[config.mk]
export PLATFORM = sky130hd
export DESIGN_NAME = uhpsr_port
export DESIGN_NICKNAME = d
export VERILOG_FILES = /design/src/hw/uhpsr_pkg.sv /design/src/hw/uhpsr_fc_if.sv /design/src/hw/uhpsr_frame_ctr.sv /design/src/hw/uhpsr_port.sv
export SDC_FILE = /design/constraint.sdc
export NUM_CORES = 1
export LEC_CHECK = 0
export ABC_AREA = 0
export BUFFER_PORTS_ARGS = -buffer_cell sky130_fd_sc_hd__buf_4
export CAP_MARGIN = 20
export CORE_AREA = 2 2 81 83
export DETAILED_ROUTE_END_ITERATION = 6
export DIE_AREA = 0 0 83 85
export PLACE_DENSITY = 0.84
export SLEW_MARGIN = 20
export SYNTH_ARGS = -nofsm -noshare
export SYNTH_HDL_FRONTEND = slang
export SYNTH_SLANG_ARGS = --single-unit
[constraint.sdc]
create_clock -name clk_sys -period 4.24 [get_ports clk_sys]
set_input_delay 0.848 -clock clk_sys [delete_from_list [all_inputs] [get_ports clk_sys]]
set_output_delay 0.848 -clock clk_sys [all_outputs]
set_load 0.02 [all_outputs]
[src/hw/uhpsr_pkg.sv]
// Constants and types for the host port suspend and resume block
package uhpsr_pkg;
    // Clock and micro-frame timing
    localparam int CLK_MHZ = 100;
    localparam int MF_TIME_US = 125;
    localparam int MF_CYCLES = MF_TIME_US * CLK_MHZ;
    localparam int IDX_W = 14;
    localparam int ADDR_W = 8;
    localparam int DATA_W = 32;

    // Register offsets
    localparam logic [7:0] REG_CMD = 8'h00;
    localparam logic [7:0] REG_STS = 8'h04;
    localparam logic [7:0] REG_MASK = 8'h08;
    localparam logic [7:0] REG_FRINDEX = 8'h0C;
    localparam logic [7:0] REG_PORT = 8'h10;

    // Field positions
    localparam int CMD_RUN_BIT = 0;
    localparam int STS_HALTED_BIT = 0;
    localparam int STS_EVT_LSB = 1;
    localparam int EVT_W = 2;
    localparam int EVT_WAKE = 0;
    localparam int EVT_RDONE = 1;
    localparam int PORT_SUSP_BIT = 0;
    localparam int PORT_FRES_BIT = 1;
    localparam int PORT_IDLE_BIT = 2;
    localparam int PORT_HSM_BIT = 3;

    // Reset values
    localparam logic RUN_RST = 1'b0;
    localparam logic HALTED_RST = 1'b1;
    localparam logic [1:0] EVT_RST = 2'h0;

    // Line state that reads as high-speed idle
    localparam logic [1:0] LS_HS_IDLE = 2'h0;

    typedef enum logic [3:0] {
        ST_ACTIVE = 4'h1,
        ST_SUSPEND = 4'h2,
        ST_RESUME = 4'h4,
        ST_HS_WAIT = 4'h8
    } uhpsr_port_st_t;
endpackage : uhpsr_pkg

[src/hw/uhpsr_fc_if.sv]
// Connection between the port logic and one frame counter
`timescale 1ns/1ps
interface uhpsr_fc_if #(parameter int PH_W = 14, parameter int IDX_W = 14);
    logic enable;
    logic align;
    logic tick;
    logic [PH_W-1:0] phase;
    logic [IDX_W-1:0] index;
    modport ctr (input enable, input align, output tick, output phase, output index);
    modport user (output enable, output align, input tick, input phase, input index);
endinterface : uhpsr_fc_if

[src/hw/uhpsr_frame_ctr.sv]
// Micro-frame counter: phase within the period and frame index
`timescale 1ns/1ps
module uhpsr_frame_ctr #(
    parameter int PERIOD_CYCLES = 12500,
    parameter int IDX_W = 14
) (
    input wire logic clk_sys, // System clock
    input wire logic reset, // Synchronous reset
    uhpsr_fc_if.ctr fc // Counter control and state
);
    localparam int PH_W = $clog2(PERIOD_CYCLES);
    localparam logic [PH_W-1:0] PH_LAST = PH_W'(PERIOD_CYCLES - 1);

    generate
        if (PERIOD_CYCLES < 2 || IDX_W < 1) begin : g_bad
            $error("uhpsr_frame_ctr: period or index width out of range");
        end
    endgenerate

    logic [PH_W-1:0] phase;
    logic [PH_W-1:0] next_phase;
    logic [IDX_W-1:0] index;
    logic [IDX_W-1:0] next_index;
    logic wrap;

    assign wrap = fc.enable && !fc.align && (phase == PH_LAST);
    assign fc.tick = wrap;
    assign fc.phase = phase;
    assign fc.index = index;

    always_comb begin
        next_phase = phase;
        next_index = index;
        if (fc.align) begin
            next_phase = '0;
            next_index = '0;
        end else if (wrap) begin
            next_phase = '0;
            next_index = index + IDX_W'(1);
        end else if (fc.enable) begin
            next_phase = phase + PH_W'(1);
        end
    end

    always_ff @(posedge clk_sys) begin
        if (reset) begin
            phase <= '0;
            index <= '0;
        end else begin
            phase <= next_phase;
            index <= next_index;
        end
    end
endmodule : uhpsr_frame_ctr

[src/hw/uhpsr_port.sv]
// Host port suspend, resume and remote wakeup control with frame counters
//
// Local design decisions: the address-and-strobe port and the placing of the registers.
`timescale 1ns/1ps
module uhpsr_port
    import uhpsr_pkg::*;
#(
    parameter int MF_PERIOD = MF_CYCLES
) (
    input wire logic clk_sys, // System clock
    input wire logic reset, // Synchronous reset, active high
    input wire logic [ADDR_W-1:0] reg_addr, // Register byte address
    input wire logic [DATA_W-1:0] reg_wdata, // Register write data
    input wire logic reg_wr, // Write strobe
    input wire logic reg_rd, // Read strobe
    output logic [DATA_W-1:0] reg_rdata, // Read data, cycle after strobe
    input wire logic [1:0] line_state, // Bus line state from the PHY
    input wire logic remote_wake, // Device resume signalling seen
    output logic phy_hs_mode, // PHY in high-speed mode
    output logic port_suspend, // Port held in suspend
    output logic port_resume_drive, // Host drives resume signalling
    output logic sof_pulse, // Start of micro-frame on the port
    output logic irq // Interrupt, level
);
    localparam int PH_W = $clog2(MF_PERIOD);

    generate
        if (MF_PERIOD < 2) begin : g_bad
            $error("uhpsr_port: micro-frame period too short");
        end
    endgenerate

    uhpsr_fc_if #(.PH_W(PH_W), .IDX_W(IDX_W)) gfc ();
    uhpsr_fc_if #(.PH_W(PH_W), .IDX_W(IDX_W)) pfc ();

    uhpsr_frame_ctr #(.PERIOD_CYCLES(MF_PERIOD), .IDX_W(IDX_W)) u_glob (
        .clk_sys(clk_sys),
        .reset(reset),
        .fc(gfc)
    );
    uhpsr_frame_ctr #(.PERIOD_CYCLES(MF_PERIOD), .IDX_W(IDX_W)) u_port (
        .clk_sys(clk_sys),
        .reset(reset),
        .fc(pfc)
    );

    uhpsr_port_st_t state;
    uhpsr_port_st_t next_state;
    logic run;
    logic next_run;
    logic halted;
    logic next_halted;
    logic fres;
    logic next_fres;
    logic [EVT_W-1:0] evt;
    logic [EVT_W-1:0] next_evt;
    logic [EVT_W-1:0] mask;
    logic [EVT_W-1:0] next_mask;
    logic [DATA_W-1:0] next_rdata;
    logic next_phy_hs;
    logic next_suspend;
    logic next_resume_drive;
    logic next_sof;
    logic next_irq;
    logic wr_cmd;
    logic wr_sts;
    logic wr_mask;
    logic wr_port;
    logic align;
    logic hw_wake;
    logic hs_idle;
    logic resume_done;
    logic suspended;

    assign wr_cmd = reg_wr && (reg_addr == REG_CMD);
    assign wr_sts = reg_wr && (reg_addr == REG_STS);
    assign wr_mask = reg_wr && (reg_addr == REG_MASK);
    assign wr_port = reg_wr && (reg_addr == REG_PORT);
    assign hs_idle = (line_state == LS_HS_IDLE);
    assign suspended = (state == ST_SUSPEND) || (state == ST_RESUME);
    assign align = wr_cmd && reg_wdata[CMD_RUN_BIT] && !run;
    assign hw_wake = (state == ST_SUSPEND) && remote_wake && !fres;
    assign resume_done = (state == ST_HS_WAIT) && hs_idle;

    assign gfc.align = align;
    assign pfc.align = align;
    assign gfc.enable = !halted;
    assign pfc.enable = !halted && (state != ST_SUSPEND);

    // Run control and halted status
    always_comb begin
        next_run = run;
        next_halted = halted;
        if (wr_cmd) begin
            next_run = reg_wdata[CMD_RUN_BIT];
        end
        if (run) begin
            next_halted = 1'b0;
        end else if (gfc.tick) begin
            next_halted = 1'b1;
        end
    end

    // Port state and forced resume bit
    always_comb begin
        next_state = state;
        next_fres = fres;
        if (wr_port && suspended) begin
            next_fres = reg_wdata[PORT_FRES_BIT];
        end
        if (hw_wake) begin
            next_fres = 1'b1;
        end
        if (!suspended) begin
            next_fres = 1'b0;
        end
        case (state)
            ST_ACTIVE: begin
                if (wr_port && reg_wdata[PORT_SUSP_BIT]) begin
                    next_state = ST_SUSPEND;
                end
            end
            ST_SUSPEND: begin
                if (next_fres) begin
                    next_state = ST_RESUME;
                end
            end
            ST_RESUME: begin
                // clear assumed on a frame boundary
                if (!fres) begin
                    next_state = ST_HS_WAIT;
                end
            end
            ST_HS_WAIT: begin
                if (hs_idle) begin
                    next_state = ST_ACTIVE;
                end
            end
            default: begin
                next_state = ST_ACTIVE;
            end
        endcase
    end

    // Sticky events, mask and interrupt; a set wins over a clear
    always_comb begin
        next_evt = evt;
        next_mask = mask;
        if (wr_sts) begin
            next_evt = evt & ~reg_wdata[STS_EVT_LSB +: EVT_W];
        end
        if (wr_mask) begin
            next_mask = reg_wdata[STS_EVT_LSB +: EVT_W];
        end
        if (hw_wake) begin
            next_evt[EVT_WAKE] = 1'b1;
        end
        if (resume_done) begin
            next_evt[EVT_RDONE] = 1'b1;
        end
        next_irq = |(next_evt & next_mask);
    end

    // Registered link outputs
    always_comb begin
        next_phy_hs = (next_state == ST_ACTIVE) || (next_state == ST_HS_WAIT);
        next_suspend = (next_state == ST_SUSPEND);
        next_resume_drive = (next_state == ST_RESUME);
        next_sof = pfc.tick && (state == ST_ACTIVE) && run;
    end

    // Register read port
    always_comb begin
        next_rdata = '0;
        if (reg_rd) begin
            case (reg_addr)
                REG_CMD: next_rdata[CMD_RUN_BIT] = run;
                REG_STS: begin
                    next_rdata[STS_HALTED_BIT] = halted;
                    next_rdata[STS_EVT_LSB +: EVT_W] = evt;
                end
                REG_MASK: next_rdata[STS_EVT_LSB +: EVT_W] = mask;
                REG_FRINDEX: next_rdata[IDX_W-1:0] = gfc.index;
                REG_PORT: begin
                    next_rdata[PORT_SUSP_BIT] = (state != ST_ACTIVE);
                    next_rdata[PORT_FRES_BIT] = fres;
                    next_rdata[PORT_IDLE_BIT] = hs_idle;
                    next_rdata[PORT_HSM_BIT] = phy_hs_mode;
                end
                default: next_rdata = '0;
            endcase
        end
    end

    always_ff @(posedge clk_sys) begin
        if (reset) begin
            state <= ST_ACTIVE;
            run <= RUN_RST;
            halted <= HALTED_RST;
            fres <= 1'b0;
            evt <= EVT_RST;
            mask <= EVT_RST;
            reg_rdata <= '0;
            phy_hs_mode <= 1'b1;
            port_suspend <= 1'b0;
            port_resume_drive <= 1'b0;
            sof_pulse <= 1'b0;
            irq <= 1'b0;
        end else begin
            state <= next_state;
            run <= next_run;
            halted <= next_halted;
            fres <= next_fres;
            evt <= next_evt;
            mask <= next_mask;
            reg_rdata <= next_rdata;
            phy_hs_mode <= next_phy_hs;
            port_suspend <= next_suspend;
            port_resume_drive <= next_resume_drive;
            sof_pulse <= next_sof;
            irq <= next_irq;
        end
    end
endmodule : uhpsr_port
==> key figures <==
Synthesis
  – Synth area leader: dfxtp_1
  – Mapped cell area: 3490 sq um
  – Yosys reg bits: 72
  – Warnings from Yosys: 0
  – Top-count cell post-synth: dfxtp_1
  – Post-synth top flop: dfxtp_1
  – Synthesized area per cell: 8.97 sq um
  – Synthesized instance count: 389
  – Synth unique cells: 55
  – Share of the synthesized area in the top cell type: 0.413
  – Top cells by count, synth: dfxtp_1 (72), nor2_1 (36), nand2_1 (25), a21oi_1 (20), buf_4 (20)
  – Largest cells by area after synthesis: dfxtp_1 (41%), buf_4 (4.3%), mux2i_1 (4.3%), nor2_1 (3.9%), a21oi_1 (2.9%)
  – Post-synth EDFFs: 0
  – Async S/R FF share, synth: 0
  – Seq/Total Area, Yosys: 0.413

Placed design
  – Gpl congestion: 0.926
  – Input/output buffers: 36
  – Hpwl dp: 4930 um
  – Area after DPL: 3720 sq um

Floorplanning
  – Core Area: 6200 sq um
  – Die height: 85 um
  – I/O Pins: 84
  – Die Wd: 83 um
  – FP Rows: 29
  – Total die area: 7060 sq um
  – Starting Density: 0.563

GRT
  – First-pass GRT wire length: 11,900 um
  – Total gr overflow: 0
  – Initial antenna violation count: 0
  – Gr usage total: 0.201
  – Vias in the first global route: 2,723
  – Largest net degree at the start of global routing: 23

CTS
  – CTS Buffer Depth: 2
  – CTS H-tree depth: 3
  – Total CTS buffers: 9
  – Clk sinks: 72
  – PostCTS Resize Cnt: 0
  – Post-CTS setup buffer count: 0
  – CTS tree: done
  – Worst skew pair latency: 0.34 ns
  – Clock transition at the registers of the reported paths: 0.08 ns
  – Root Buffer: clkbuf_8
  – Hold_buf cts: 0

Worst setup path
  – Critical Path AT: 2.78 ns
  – Crit end category: flop
  – CP Launch Type: input pin
  – CP Class: in -> reg
  – Worst EP required: 4.45 ns
  – Critical Path Fanout Max: 14

Outcome
  – Outcome: completed

Power and ir drop
  – Sw power: 0.324 mW
  – Reg power frac: 0.521
  – Cell Pwr Density: 330 nW/um^2
  – Peak VDD IR: 0.000217 V
  – Sw Ratio: 0.250
  – Clk network pwr share: 0.432
  – Internal: 0.972 mW
  – Combinational Power Share: 0.047
  – Leakage: 1.47 nW

STA
  – Final hold violations: 0
  – RSZ-0062 raised after global routing: no
  – TNS Setup: 0 ns
  – Post-route minimum period: 2.57 ns
  – Period utilization: 0.605
  – Max-slew violation count: 0
  – Fin Clk Skew: 0.00779 ns
  – Slew Limit Headroom: 0.431
  – Slew of the pin with the lowest slew margin: 0.851 ns
  – Setup Viol. Count Final: 0
  – F_max: 390 MHz

Detailed routing
  – Drt first pass iters: 4
  – Routed len/inst: 13.8 um
  – Drt first-iter violations: 140
  – Total number of vias: 2,938
  – Via-to-Cell Ratio: 5.82
  – DR DRC count: 0
  – DRT Wirelength: 6950 um
  – Post-route ant nets: 0

Finish
  – Fillers: 502
  – Nets: 473
  – Diodes inserted: 0
  – Ratio of cells with drive above 1 in the final layout: 0.161
  – Non-Filler Cell Area, Final: 3930 sq um
  – Area delta synth->final: 12.4%

Min path
  – Hold Crit Class: reg -> reg

Run
  – # Max-Cap Violations: 0
[flip-flops by register name (all words and copies together), names as in the netlist, 2 cells and up]
name / cells
u_glob.fc.phase: 14
evt: 2
u_port.fc.phase: 14
mask: 2
state: 4
u_glob.fc.index: 14
reg_rdata: 14
[power groups by stage]
stage	sequential (mW)	clock [mW]	combinational, mW
6_report	0.676	0.559	0.0609
5_1_grt	0.676	0.594	0.0658
4_1_cts	0.676	0.564	0.0598
3_5_place_dp	0.692	0	0.0595
3_3_place_gp	0.692	0	0.0581
2_1_floorplan	0.692	0	0.0512
[path summary, 6_finish.rpt]
| kind | end | cells past startpoint | start | slack [ns] |
|---|---|---|---|---|
| worst max-delay path | u_glob.fc.phase[5]$_SDFFE_PP0N_ | 5 | reg_addr[1] | 1.67 |
| worst min-delay path | u_glob.fc.index[13]$_SDFFE_PP0P_ | 2 | u_glob.fc.index[13]$_SDFFE_PP0P_ | 0.47 |
| worst max register to register | u_glob.fc.index[8]$_SDFFE_PP0P_ | 5 | u_glob.fc.phase[0]$_SDFFE_PP0N_ | 1.84 |
| worst min register to register | u_glob.fc.index[13]$_SDFFE_PP0P_ | 2 | u_glob.fc.index[13]$_SDFFE_PP0P_ | 0.47 |
[stage by stage]
stage	util	power [mW]	setup WS [ns]	cells	hold WS [ns]
2_1_floorplan	-	0.743	2.05	406	0.438
3_3_place_gp	0.600	0.750	1.45	489	0.448
3_5_place_dp	0.600	0.751	1.38	489	0.454
4_1_cts	0.633	1.30	1.73	505	0.467
5_1_grt	0.633	1.34	1.50	505	0.505
6_report	0.633	1.30	1.67	505	0.469
[kinds of logic (layout without fill, tap and decap cells)]
kind of cell / Yosys count / in the layout / synth area share
other: 1 / 18 / 0.00107
multiplexers: 17 / 17 / 0.0495
flip-flops: 72 / 72 / 0.413
AO/OA/AOI/OAI: 53 / 53 / 0.100
adder cells (fa/ha/maj): 3 / 3 / 0.0108
buffers and inverters: 38 / 60 / 0.0667
XOR/XNOR: 21 / 21 / 0.0527
AND/OR/NAND/NOR: 184 / 184 / 0.306
[routing by layer]
metal	global-route usage	vias to the layer above	wire length [um]
met1	0.249	1409	3040
li1	-	1442	-
met4	0.0924	0	78
met2	0.339	79	3460
met5	0	-	0
met3	0.0379	8	369
[cell type report]
class,instances,area [sq um],share of cell area
multi-input cells,296,1880,0.479
flip-flops and latches,72,1440,0.367
repair buffers,37,278,0.0708
clock buffers,9,124,0.0316
well taps,77,96.3,0.0245
clock inverters,7,78.8,0.0201
inverters,7,26.3,0.00669
[placed cells by master, fill, tap and decap left out, types with 10 or more instances in the layout]
cell type,Yosys,layout
dfxtp_1,72,72
nand4_1,15,15
buf_4,20,37
nand3_1,15,15
a21oi_1,20,20
xnor2_1,10,10
conb_1,1,18
and2_1,10,10
nor2_1,36,36
nand2_1,25,25
nor3_1,12,12
nand2b_1,12,12
xor2_1,11,11
mux2i_1,15,15
[worst max-delay path, stage by stage]
cell and delay [ns]:
buf_4 0.13, nor4_2 0.63, a41oi_2 0.51, nand2_1 0.55
nor2_1 0.10
(Power assumes the default switching activity.)
